[src/gcg_pkg.sv]
// Purpose: Shared constants for the gated counter with gate and overflow logic
// Assumes: 8-bit register port, byte addresses, one clock
// Notes: Contract list below
//
// Contract
// Gating applies only while gate_enable is set, else counter runs freely.
// Gate active means increment each clock; gate inactive means hold.
// Polarity 0 counts on low gate; polarity 1 counts on high gate.
// Source select: 00 pin, 01 timer overflow, 10 comparator one, 11 comparator two.
// Eight-bit timer wrapping FFh to 00h makes a gate pulse.
// Each comparator output reaches the gate synchronised or direct, per configuration.
// Toggle mode: flip-flop inverts on each incrementing gate edge.
// Toggle flip-flop held at zero while toggle enable is clear.
// Software sets single-pulse enable then arm; counting starts at next incrementing edge.
// Arm bit clears on trailing gate edge; counting blocked until re-armed.
// Software clears arm bit when it disables single-pulse mode.
// Toggle plus single-pulse counts exactly one full gate period per arming.
// Software never enables toggle in the same write that changes polarity.
// Resolved gate level is readable, even with gate_enable clear.
// Falling resolved gate sets gate event flag; interrupt if enabled.
// Gate event flag logic works with gate_enable clear.
// Counter wraps FFFFh to 0000h and sets overflow flag.
// Overflow interrupt needs counter_on, overflow, peripheral and global enables.
// Software clears counter and overflow flag before enabling overflow interrupt.
// Counter off when counter_on clear; else free or gated per gate_enable.
// Gate resolved as select, polarity, toggle, single pulse; drives count and status.

package gcg_pkg;
    localparam int DATA_W = 8;
    localparam int ADDR_W = 3;
    localparam int CNT_W = 16;

    // Register byte addresses
    localparam logic [ADDR_W-1:0] ADDR_CTRL = 3'h0;
    localparam logic [ADDR_W-1:0] ADDR_GATE = 3'h1;
    localparam logic [ADDR_W-1:0] ADDR_CNT_LO = 3'h2;
    localparam logic [ADDR_W-1:0] ADDR_CNT_HI = 3'h3;
    localparam logic [ADDR_W-1:0] ADDR_FLAG = 3'h4;
    localparam logic [ADDR_W-1:0] ADDR_IEN = 3'h5;
    localparam logic [ADDR_W-1:0] ADDR_IRQC = 3'h6;

    // counter_control_reg fields
    localparam int BIT_ON = 0;
    localparam int BIT_C1_SYNC = 1;
    localparam int BIT_C2_SYNC = 2;

    // gate_control_reg fields
    localparam int BIT_GE = 7;
    localparam int BIT_POL = 6;
    localparam int BIT_TM = 5;
    localparam int BIT_SPM = 4;
    localparam int BIT_ARM = 3;
    localparam int BIT_VAL = 2;
    localparam int SEL_HI = 1;
    localparam int SEL_LO = 0;

    // Flag and enable fields
    localparam int BIT_OVF = 0;
    localparam int BIT_GEV = 7;

    // irq_control_reg fields
    localparam int BIT_GIE = 7;
    localparam int BIT_PERIPHERAL_IRQ_ENABLE = 6;

    // Gate source codes
    localparam logic [1:0] SRC_PIN = 2'h0;
    localparam logic [1:0] SRC_TMR = 2'h1;
    localparam logic [1:0] SRC_CMP1 = 2'h2;
    localparam logic [1:0] SRC_CMP2 = 2'h3;

    localparam logic [7:0] TMR_TOP = 8'hff;
    localparam logic [7:0] TMR_ZERO = 8'h00;
    localparam logic [CNT_W-1:0] CNT_TOP = 16'hffff;
    localparam logic [CNT_W-1:0] CNT_ONE = 16'h0001;
    localparam logic [CNT_W-1:0] CNT_RST = 16'h0000;
    localparam logic [DATA_W-1:0] REG_RST = 8'h00;
endpackage : gcg_pkg

[src/gcg_sync.sv]
// Purpose: Two-flop level synchroniser
// Assumes: Asynchronous level input
// Notes: First stage feeds only the second stage
`timescale 1ns/1ps
`default_nettype none

module gcg_sync
(
    input wire logic clk,
    input wire logic rst,
    input wire logic d,
    output logic q
);
    logic meta_ff;

    always_ff @(posedge clk or posedge rst)
    begin
        if (rst)
        begin
            meta_ff <= 1'b0;
            q <= 1'b0;
        end
        else
        begin
            meta_ff <= d;
            q <= meta_ff;
        end
    end
endmodule // gcg_sync
`default_nettype wire

[src/gcg_top.sv]
// Purpose: Gate control, gate event and overflow interrupt for a 16-bit counter
// Assumes: Counter clock is clk; register port with read data one cycle later
// Notes: Hardware flag set wins over software clear
`timescale 1ns/1ps
`default_nettype none

module gcg_top
    import gcg_pkg::*;
(
    input wire logic clk,
    input wire logic rst,
    input wire logic [ADDR_W-1:0] addr,
    input wire logic [DATA_W-1:0] wdata,
    input wire logic wr,
    input wire logic rd,
    output logic [DATA_W-1:0] rdata,
    input wire logic gate_pin,
    input wire logic [7:0] eight_bit_timer,
    input wire logic comparator_one_out,
    input wire logic comparator_two_out,
    output logic [CNT_W-1:0] count,
    output logic gate_level_status,
    output logic irq
);

    ////////////////////////////////////////////////////////////////////////
    // Register state

    logic counter_on_ff;
    logic [1:0] cmp_sync_en_ff;
    logic gate_enable_ff;
    logic gate_polarity_ff;
    logic gate_toggle_enable_ff;
    logic gate_single_pulse_enable_ff;
    logic gate_arm_done_ff;
    logic [1:0] gate_source_select_ff;
    logic overflow_flag_ff;
    logic gate_event_flag_ff;
    logic overflow_irq_enable_ff;
    logic gate_event_irq_enable_ff;
    logic peripheral_irq_enable_ff;
    logic global_irq_enable_ff;
    logic [CNT_W-1:0] count_ff;
    logic [DATA_W-1:0] rdata_ff;
    logic irq_ff;

    // Gate path state
    logic [7:0] tmr_prev_ff;
    logic tmr_ovf_ff;
    logic pol_prev_ff;
    logic toggle_ff;
    logic pre_prev_ff;
    logic sp_run_ff;
    logic resolved_ff;

    logic wr_ctrl;
    logic wr_gate;
    logic wr_lo;
    logic wr_hi;
    logic wr_flag;
    logic wr_ien;
    logic wr_irqc;

    assign wr_ctrl = wr && (addr == ADDR_CTRL);
    assign wr_gate = wr && (addr == ADDR_GATE);
    assign wr_lo = wr && (addr == ADDR_CNT_LO);
    assign wr_hi = wr && (addr == ADDR_CNT_HI);
    assign wr_flag = wr && (addr == ADDR_FLAG);
    assign wr_ien = wr && (addr == ADDR_IEN);
    assign wr_irqc = wr && (addr == ADDR_IRQC);

    ////////////////////////////////////////////////////////////////////////
    // Comparator paths

    logic [1:0] cmp_raw;
    logic [1:0] cmp_synced;
    logic [1:0] cmp_gate;

    assign cmp_raw = {comparator_two_out, comparator_one_out};

    genvar gi;
    generate
        for (gi = 0; gi < 2; gi++)
        begin : g_cmp
            gcg_sync u_sync
            (
                .clk(clk),
                .rst(rst),
                .d(cmp_raw[gi]),
                .q(cmp_synced[gi])
            );
            // sync or direct
            assign cmp_gate[gi] = cmp_sync_en_ff[gi] ? cmp_synced[gi] : cmp_raw[gi];
        end
    endgenerate

    ////////////////////////////////////////////////////////////////////////
    // Timer overflow pulse

    // wrap detect
    always_ff @(posedge clk or posedge rst)
    begin
        if (rst)
        begin
            tmr_prev_ff <= TMR_ZERO;
            tmr_ovf_ff <= 1'b0;
        end
        else
        begin
            tmr_prev_ff <= eight_bit_timer;
            tmr_ovf_ff <= (tmr_prev_ff == TMR_TOP) && (eight_bit_timer == TMR_ZERO);
        end
    end

    ////////////////////////////////////////////////////////////////////////
    // Gate resolution chain

    logic src_level;
    logic pol_level;
    logic pre_level;
    logic pre_rise;
    logic nxt_resolved;
    logic resolved_fall;

    // source select
    always_comb
    begin
        case (gate_source_select_ff)
            SRC_PIN: src_level = gate_pin;
            SRC_TMR: src_level = tmr_ovf_ff;
            SRC_CMP1: src_level = cmp_gate[0];
            SRC_CMP2: src_level = cmp_gate[1];
            default: src_level = gate_pin;
        endcase
    end

    // polarity
    assign pol_level = gate_polarity_ff ? src_level : ~src_level;

    // toggle on edge
    always_ff @(posedge clk or posedge rst)
    begin
        if (rst)
        begin
            pol_prev_ff <= 1'b0;
            toggle_ff <= 1'b0;
        end
        else
        begin
            pol_prev_ff <= pol_level;
            // held clear
            if (!gate_toggle_enable_ff)
            begin
                toggle_ff <= 1'b0;
            end
            else if (pol_level && !pol_prev_ff)
            begin
                toggle_ff <= ~toggle_ff;
            end
        end
    end

    // resolution order
    assign pre_level = gate_toggle_enable_ff ? toggle_ff : pol_level;
    assign pre_rise = pre_level && !pre_prev_ff;

    // start on edge
    // one period
    always_comb
    begin
        if (gate_single_pulse_enable_ff)
        begin
            nxt_resolved = pre_level && gate_arm_done_ff && (sp_run_ff || pre_rise);
        end
        else
        begin
            nxt_resolved = pre_level;
        end
    end

    assign resolved_fall = resolved_ff && !nxt_resolved;

    always_ff @(posedge clk or posedge rst)
    begin
        if (rst)
        begin
            pre_prev_ff <= 1'b0;
            sp_run_ff <= 1'b0;
        end
        else
        begin
            pre_prev_ff <= pre_level;
            if (!gate_single_pulse_enable_ff || !gate_arm_done_ff || resolved_fall)
            begin
                sp_run_ff <= 1'b0;
            end
            else if (pre_rise)
            begin
                sp_run_ff <= 1'b1;
            end
        end
    end

    // level status
    always_ff @(posedge clk or posedge rst)
    begin
        if (rst)
        begin
            resolved_ff <= 1'b0;
        end
        else
        begin
            resolved_ff <= nxt_resolved;
        end
    end

    ////////////////////////////////////////////////////////////////////////
    // Control registers

    always_ff @(posedge clk or posedge rst)
    begin
        if (rst)
        begin
            counter_on_ff <= 1'b0;
            cmp_sync_en_ff <= 2'h0;
        end
        else if (wr_ctrl)
        begin
            counter_on_ff <= wdata[BIT_ON];
            cmp_sync_en_ff <= {wdata[BIT_C2_SYNC], wdata[BIT_C1_SYNC]};
        end
    end

    always_ff @(posedge clk or posedge rst)
    begin
        if (rst)
        begin
            gate_enable_ff <= 1'b0;
            gate_polarity_ff <= 1'b0;
            gate_toggle_enable_ff <= 1'b0;
            gate_single_pulse_enable_ff <= 1'b0;
            gate_source_select_ff <= SRC_PIN;
        end
        else if (wr_gate)
        begin
            gate_enable_ff <= wdata[BIT_GE];
            gate_polarity_ff <= wdata[BIT_POL];
            gate_toggle_enable_ff <= wdata[BIT_TM];
            gate_single_pulse_enable_ff <= wdata[BIT_SPM];
            gate_source_select_ff <= wdata[SEL_HI:SEL_LO];
        end
    end

    // done on trailing edge
    always_ff @(posedge clk or posedge rst)
    begin
        if (rst)
        begin
            gate_arm_done_ff <= 1'b0;
        end
        else if (wr_gate)
        begin
            gate_arm_done_ff <= wdata[BIT_ARM];
        end
        else if (gate_single_pulse_enable_ff && resolved_fall)
        begin
            gate_arm_done_ff <= 1'b0;
        end
    end

    always_ff @(posedge clk or posedge rst)
    begin
        if (rst)
        begin
            overflow_irq_enable_ff <= 1'b0;
            gate_event_irq_enable_ff <= 1'b0;
        end
        else if (wr_ien)
        begin
            overflow_irq_enable_ff <= wdata[BIT_OVF];
            gate_event_irq_enable_ff <= wdata[BIT_GEV];
        end
    end

    always_ff @(posedge clk or posedge rst)
    begin
        if (rst)
        begin
            peripheral_irq_enable_ff <= 1'b0;
            global_irq_enable_ff <= 1'b0;
        end
        else if (wr_irqc)
        begin
            peripheral_irq_enable_ff <= wdata[BIT_PERIPHERAL_IRQ_ENABLE];
            global_irq_enable_ff <= wdata[BIT_GIE];
        end
    end

    ////////////////////////////////////////////////////////////////////////
    // Counter

    logic count_en;
    logic wrap;

    // count enable
    assign count_en = counter_on_ff && (!gate_enable_ff || resolved_ff);
    // wrap detect
    assign wrap = count_en && (count_ff == CNT_TOP);

    always_ff @(posedge clk or posedge rst)
    begin
        if (rst)
        begin
            count_ff <= CNT_RST;
        end
        else if (wr_lo)
        begin
            count_ff <= {count_ff[CNT_W-1:DATA_W], wdata};
        end
        else if (wr_hi)
        begin
            count_ff <= {wdata, count_ff[DATA_W-1:0]};
        end
        else if (count_en)
        begin
            count_ff <= count_ff + CNT_ONE;
        end
    end

    ////////////////////////////////////////////////////////////////////////
    // Event flags

    // overflow flag
    always_ff @(posedge clk or posedge rst)
    begin
        if (rst)
        begin
            overflow_flag_ff <= 1'b0;
        end
        else if (wrap)
        begin
            overflow_flag_ff <= 1'b1;
        end
        else if (wr_flag)
        begin
            overflow_flag_ff <= wdata[BIT_OVF];
        end
    end

    // gate event flag
    always_ff @(posedge clk or posedge rst)
    begin
        if (rst)
        begin
            gate_event_flag_ff <= 1'b0;
        end
        else if (resolved_fall)
        begin
            gate_event_flag_ff <= 1'b1;
        end
        else if (wr_flag)
        begin
            gate_event_flag_ff <= wdata[BIT_GEV];
        end
    end

    // overflow irq qualify
    always_ff @(posedge clk or posedge rst)
    begin
        if (rst)
        begin
            irq_ff <= 1'b0;
        end
        else
        begin
            irq_ff <= global_irq_enable_ff && peripheral_irq_enable_ff &&
                ((overflow_flag_ff && overflow_irq_enable_ff && counter_on_ff) ||
                 (gate_event_flag_ff && gate_event_irq_enable_ff));
        end
    end

    ////////////////////////////////////////////////////////////////////////
    // Read port

    logic [DATA_W-1:0] rd_mux;

    always_comb
    begin
        rd_mux = REG_RST;
        case (addr)
            ADDR_CTRL:
            begin
                rd_mux[BIT_ON] = counter_on_ff;
                rd_mux[BIT_C1_SYNC] = cmp_sync_en_ff[0];
                rd_mux[BIT_C2_SYNC] = cmp_sync_en_ff[1];
            end
            ADDR_GATE:
            begin
                rd_mux[BIT_GE] = gate_enable_ff;
                rd_mux[BIT_POL] = gate_polarity_ff;
                rd_mux[BIT_TM] = gate_toggle_enable_ff;
                rd_mux[BIT_SPM] = gate_single_pulse_enable_ff;
                rd_mux[BIT_ARM] = gate_arm_done_ff;
                rd_mux[BIT_VAL] = resolved_ff;
                rd_mux[SEL_HI:SEL_LO] = gate_source_select_ff;
            end
            ADDR_CNT_LO: rd_mux = count_ff[DATA_W-1:0];
            ADDR_CNT_HI: rd_mux = count_ff[CNT_W-1:DATA_W];
            ADDR_FLAG:
            begin
                rd_mux[BIT_OVF] = overflow_flag_ff;
                rd_mux[BIT_GEV] = gate_event_flag_ff;
            end
            ADDR_IEN:
            begin
                rd_mux[BIT_OVF] = overflow_irq_enable_ff;
                rd_mux[BIT_GEV] = gate_event_irq_enable_ff;
            end
            ADDR_IRQC:
            begin
                rd_mux[BIT_GIE] = global_irq_enable_ff;
                rd_mux[BIT_PERIPHERAL_IRQ_ENABLE] = peripheral_irq_enable_ff;
            end
            default: rd_mux = REG_RST;
        endcase
    end

    // Data valid only the cycle after rd
    always_ff @(posedge clk or posedge rst)
    begin
        if (rst)
        begin
            rdata_ff <= REG_RST;
        end
        else if (rd)
        begin
            rdata_ff <= rd_mux;
        end
        else
        begin
            rdata_ff <= REG_RST;
        end
    end

    assign rdata = rdata_ff;
    assign count = count_ff;
    assign gate_level_status = resolved_ff;
    assign irq = irq_ff;

endmodule // gcg_top
`default_nettype wire

[config.mk]
export PLATFORM = sky130hd
export DESIGN_NAME = gcg_top
export DESIGN_NICKNAME = d
export VERILOG_FILES = /design/src/gcg_pkg.sv /design/src/gcg_sync.sv /design/src/gcg_top.sv
export SDC_FILE = /design/constraint.sdc
export NUM_CORES = 1
export LEC_CHECK = 0
export BUFFER_PORTS_ARGS = -buffer_cell sky130_fd_sc_hd__buf_2
export CORE_MARGIN = 1.5
export CORE_UTILIZATION = 50
export CTS_CLUSTER_SIZE = 28
export DETAILED_ROUTE_END_ITERATION = 8
export GPL_TIMING_DRIVEN = 0
export PLACE_DENSITY = 0.81
export SLEW_MARGIN = 20
export SYNTH_ARGS = -nofsm -noshare
export SYNTH_HDL_FRONTEND = slang
export SYNTH_SLANG_ARGS = --single-unit
[constraint.sdc]
create_clock -name clk -period 2 [get_ports clk]
set_clock_uncertainty 0.15 [all_clocks]
set_input_delay 0.2 -clock clk [delete_from_list [all_inputs] [get_ports clk]]
set_output_delay 0.2 -clock clk [all_outputs]
set_load 0.02 [all_outputs]
==> reports/summary.txt, run 1 <==
Status = complete, but fails checks
Failing checks = setup timing
Critical Path Sink Type = flip-flop
Final Slew Violations = 0
Multiplexer share of the synthesized area = 11.3%
Clock Root Buffer = clkbuf_8
Core Box Area = 5510 um^2
Initial Util = 51.5%
FP Rows = 27
Max Cap Viol = 0
Startpoint types = flip-flop
Compound-Gate Fraction of Synth Area = 17.6%
Leak pwr = 1.66 nW
Post-synthesis cell count = 278
RSZ-0062 raised after global routing = true
Critical Path, Cell by Cell = mux2_4, mux4_2, xnor2_4, o21ai_4, o211ai_2, a22o_1
Critical-path top delay cell = mux4_2
Post-Synth Adder-Cell Area = 0.441%
Synth unique cells = 42
Final layout net count = 390
Crit path DAT = 2.29 ns
I/O pins = 52
Full die area = 6130 um^2
RD Place Congestion = 0.917
Setup violators final = 6
Starting DRC count in detailed routing = 224
Slew @ Worst Pin = 0.700 ns
Port Buffers = 51
Synth Warn # = 0
Crit-path max FO = 3
CP Data Required Time = 2.08 ns
Clock buffer depth = 2
Overflow after GRT = 0
First-pass GRT wire length = 12,100 um
Final Hold Fails = 0
Fin crit share = 111%
Avg Inst Size Synth = 10.2 um^2
Share of cells above drive strength 1 = 32.6%
Vias in the first global route = 2,470
Synth Flop Type = dfrtp_1
DRT Wirelength = 7550 um
CTS tree = done
Power, Total = 4.70 mW
Finished Core Util = 67.3%
GRT Total Usage = 26.2%
Post-synthesis simple-gate area fraction = 15.2%
Async SR Flop Fraction = 100%
Number of synthesized register bits = 59
Leading cell types in the layout, fill and taps excluded = 55 x dfrtp_1, 53 x buf_2, 27 x a21oi_1, 21 x nand2_1, 20 x nor2_1
Main combinational cell family by area after synthesis = compound AO/OA/AOI/OAI gates
Seq/Total Area, Yosys = 52.1%
Clk Latency, worst-skew pair = 0.34 ns
Antenna Cells = 0
Synth-to-Final Area Change = 30.7%
Routed via count = 2,607
Cts bufs inserted = 9
Filler instances = 403
Sink Count = 59
Pwr per Cell Area = 1270 nW/um^2
# DRC = 0
Hold Crit Class = primary input to flip-flop
Synth Area in XOR/XNOR = 0.573%
Crit Path Class = flip-flop to flip-flop
Worst path max stage delay = 0.56 ns
Post-synth EDFFs = 0
ANT nets after route = 0
DP HPWL = 5000 um
Post-Syn Area = 2840 um^2
Vias per inst = 5.93
Final worst path period need = 2.22 ns
Initial antenna violation count = 0
Die extent in y = 78.3 um
Most common cell after layout, fill and taps aside = dfrtp_1
Syn nets = 305
Largest net degree at the start of global routing = 60
Post-route setup slack = -0.217 ns
Peak VDD IR = 0.648 mV
Die width = 78.3 um
WL/cell = 17.1 um
Relative slew slack = 53.3%
Detailed-router iteration count before antenna repair = 5
H-tree levels = 3
Worst-path clk slew = 0.06 ns
F_max = 451 MHz
power breakdown:
part           internal (mW)  switching, mW  total [mW]
logic                  0.728          0.957        1.68
clock network          0.673          0.478        1.15
registers               1.50          0.369        1.87
layer usage:
layer	routed length, um	global-route usage [%]
met1	3300	35.1
met4	212	9.11
met2	3530	40.9
met3	500	7.44
met5	0	0
cell type report:
| class | count | area (um^2) | area share, % |
|---|---|---|---|
| Inverter | 9 | 36.3 | 0.979 |
| Timing Repair Buffer | 74 | 464 | 12.5 |
| Clock inverter | 4 | 47.5 | 1.28 |
| Clock buffer | 12 | 165 | 4.46 |
| Sequential cell | 59 | 1480 | 40.0 |
| Buffer | 12 | 48.8 | 1.32 |
| Multi-Input combinational cell | 198 | 1370 | 37.0 |
| Tap cell | 72 | 90.1 | 2.43 |
kinds of logic (layout without fill, tap and decap cells):
| logic type | Yosys count | count (layout) |
|---|---|---|
| AO/OA/AOI/OAI | 79 | 79 |
| XOR/XNOR | 1 | 1 |
| adder cells (fa/ha/maj) | 1 | 1 |
| buffers and inverters | 21 | 111 |
| flip-flops | 59 | 59 |
| multiplexers | 28 | 28 |
| AND/OR/NAND/NOR | 89 | 89 |
timing repair:
action / CTS / global route
endpoints found under the setup margin: 12 / 14
pin swaps: 4 / 4
cloned: 0 / 0
setup buffers: 7 / 4
endpoints found under the hold margin: 74 / 0
hold buffers: 13 / 0
resized for setup: 14 / 10
critical path, delay by kind of cell (launching register included):
family         cells  cell delay, ns
XOR/XNOR           1            0.21
flip-flops         1            0.40
AO/OA/AOI/OAI      3            0.50
multiplexers       2            0.86
final timing paths:
check	start	end	slack [ns]	cells after the start
setup / recovery	cmp_sync_en_ff[1]$_DFFE_PP0P_	gate_arm_done_ff$_DFFE_PP0P_	-0.22	6
hold / removal	wdata[4]	gate_single_pulse_enable_ff$_DFFE_PP0P_	0.02	2
setup reg to reg	cmp_sync_en_ff[1]$_DFFE_PP0P_	gate_arm_done_ff$_DFFE_PP0P_	-0.22	6
hold reg to reg	g_cmp[1].u_sync.meta_ff$_DFF_PP0_	g_cmp[1].u_sync.q$_DFF_PP0_	0.20	0
max in group asynchronous	rst	count[6]$_DFFE_PP0P_	0.81	3
min in group asynchronous	rst	g_cmp[0].u_sync.q$_DFF_PP0_	0.37	3
synthesized netlist by cell type, types with 6 or more instances:
master / count / area, um^2
mux2i_1: 8 / 80.1
nor2_1: 21 / 78.8
inv_1: 9 / 33.8
nor3_1: 6 / 30.0
nand3_1: 14 / 70.1
a21oi_1: 28 / 140
mux2_2: 18 / 203
dfrtp_1: 59 / 1480
nand2_1: 21 / 78.8
clkbuf_1: 9 / 33.8
o21ai_0: 15 / 75.1
nand2b_1: 6 / 37.5
state kept, by name (all words and copies together) (netlist names), 2 cells and up:
| name | cells |
|---|---|
| cmp_sync_en_ff | 2 |
| count | 16 |
| g_cmp.u_sync.meta_ff | 2 |
| g_cmp.u_sync.q | 2 |
| gate_source_select_ff | 2 |
| rdata | 8 |
| tmr_prev_ff | 8 |
per-stage QoR:
step                      std cells  setup TNS, ns  instance area, um^2  setup slack, ns  hold slack, ns
after floorplan                 278        -0.0732                 2840          -0.0562          0.0814
after global placement          401         -26.46                 3180           -0.600           0.169
after detailed placement        401          -1.57                 3190           -0.245           0.172
after CTS                       437         -0.587                 3650           -0.201         0.00896
after global routing            440         -0.965                 3710           -0.236         0.00548
final                           440         -0.663                 3710           -0.217          0.0169
Power figures use the tool's default switching activity.
==> run 2: changes to the inputs <==
- SKIP_LAST_GASP: not set -> 1
==> run 2 against run 1 <==
  * The run still ends with setup timing left
  * Hold slack got worse by 0.0050 ns
  * Maximum frequency barely moved
  * Global-route usage fell by 0.16 points
  * Die area did not move
  * First-iteration DRC count fell by 4.0%
  * Critical endpoint unchanged
  * Utilization did not move
==> reports/summary.txt, run 2 (synthesized netlist as in run 1, its figures left out) <==
R2R Path End = gate_arm_done_ff$_DFFE_PP0P_
Worst Hold End = gate_arm_done_ff$_DFFE_PP0P_
Status = complete, but fails checks
Sw Pwr = 1.79 mW
Power, Total = 4.68 mW
Sequential fraction of design power = 40.0%
# DRC = 0
Crit path buf inv count = 0
Pwr per Cell Area = 1260 nW/um^2
Vias per inst = 5.78
Most common cell after layout, fill and taps aside = dfrtp_1
Cts bufs inserted = 9
Reg-to-reg slack, setup = -0.22 ns
Vias in the first global route = 2,435
Clock network fraction of total power = 24.6%
CTS tree = done
FF-to-FF Start = cmp_sync_en_ff[1]$_DFFE_PP0P_
Die width = 78.3 um
Starting DRC count in detailed routing = 215
Clk Latency, worst-skew pair = 0.35 ns
Crit Path Class = flip-flop to flip-flop
Clock buffer depth = 2
Port Buffers = 51
Sw Ratio = 38.3%
Internal power = 2.89 mW
Failing checks = setup timing
FF+latch area = 1480 um^2
WL/cell = 16.8 um
Die extent in y = 78.3 um
Worst-path clk slew = 0.06 ns
Synth-to-Final Area Change = 30.7%
GRT Total Usage = 26.0%
RSZ-0062 raised after global routing = true
Leading cell types in the layout, fill and taps excluded = 57 x dfrtp_1, 53 x buf_2, 26 x a21oi_1, 21 x nand2_1, 20 x nor2_1
Crit path DAT = 2.30 ns
Final Slew Violations = 0
Post-route setup slack = -0.218 ns
Final Hold Fails = 0
Routed via count = 2,537
Startpoint types = flip-flop
CP Data Required Time = 2.08 ns
Multi-input logic area = 1380 um^2
Full die area = 6130 um^2
R2R depth = 6
Overflow after GRT = 0
Hold Crit Class = primary input to flip-flop
Initial Util = 51.5%
Worst path max stage delay = 0.56 ns
Largest register FFs = 16
Core Box Area = 5510 um^2
DP HPWL = 5000 um
Slew @ Worst Pin = 0.692 ns
Initial antenna violation count = 0
Clock Root Buffer = clkbuf_8
Comb power frac = 35.5%
RD Place Congestion = 0.917
Fin crit share = 111%
HP Start = wdata[3]
Relative slew slack = 53.9%
CP top delay family = multiplexers
H-tree levels = 3
I/O pins = 52
Detailed-router iteration count before antenna repair = 4
FP Rows = 27
Critical Path, Cell by Cell = mux2_4, mux4_2, xnor2_4, o21ai_4, o211ai_2, a22o_1
Critical Path Sink Type = flip-flop
Setup violators final = 7
Total Neg Setup Slack = -0.711 ns
Largest net degree at the start of global routing = 60
Peak VDD IR = 0.672 mV
Share of cells above drive strength 1 = 32.4%
Filler instances = 408
Final worst path period need = 2.22 ns
Final layout net count = 389
First-pass GRT wire length = 12,000 um
Max Cap Viol = 0
Cell Count, Final, Fillers Out = 439
Inst Count DP = 401
Crit-path max FO = 3
DRT Wirelength = 7400 um
Worst slack, placed = -0.245 ns
F_max = 451 MHz
Hold-critical path depth = 2
Leak pwr = 1.66 nW
Antenna Cells = 0
ANT nets after route = 0
Sink Count = 59
Critical-path top delay cell = mux4_2
[run 2: cell type report]
class                   count  share of cell area, %
multi-input cells         198                   37.3
clock inverters             4                   1.28
well taps                  72                   2.43
clock buffers              12                   4.46
inverters                   9                  0.979
flip-flops and latches     59                   39.9
plain buffers              12                   1.32
repair buffers             73                   12.3
[run 2: timing repair]
| action | CTS | global route |
|---|---|---|
| pin swaps | 2 | 7 |
| hold buffers | 13 | 0 |
| hold endpoints to repair | 74 | 0 |
| gates resized for setup | 12 | 12 |
| buffers inserted | 7 | 3 |
| setup endpoints to repair | 12 | 14 |
[run 2: worst max path at each step]
stage,start,end,cells past startpoint
floorplan,cmp_sync_en_ff[1]$_DFFE_PP0P_,gate_arm_done_ff$_DFFE_PP0P_,6
global placement,rst,count[1]$_DFFE_PP0P_,2
detailed placement,count[2]$_DFFE_PP0P_,count[15]$_DFFE_PP0P_,6
CTS,cmp_sync_en_ff[1]$_DFFE_PP0P_,gate_arm_done_ff$_DFFE_PP0P_,6
global route,cmp_sync_en_ff[1]$_DFFE_PP0P_,gate_arm_done_ff$_DFFE_PP0P_,6
finish,cmp_sync_en_ff[1]$_DFFE_PP0P_,gate_arm_done_ff$_DFFE_PP0P_,6
[run 2: through the flow]
stage	hold slack (ns)	util, %	area [um^2]
detailed placement	0.172	57.9	3190
finish	0.0120	67.3	3710
CTS	0.00896	66.2	3640
floorplan	0.0814	-	2840
global route	0.00548	67.3	3710
global placement	0.169	57.8	3180
[run 2: layer usage]
metal / up-vias / part of all wire, % / track usage [%]
met5: - / 0 / 0
met4: 0 / 3.0 / 8.21
met3: 24 / 6.6 / 7.21
met2: 122 / 46 / 40.7
met1: 1211 / 44 / 35.3
li1: 1180 / - / -
[run 2: power by group through the flow]
stage                     clock (mW)  combinational [mW]  sequential [mW]
after floorplan                    0               0.733             2.00
after global placement             0                1.33             1.87
after detailed placement           0                1.36             1.88
after CTS                       1.16                1.58             1.85
after global routing            1.23                1.80             1.91
final                           1.15                1.66             1.87
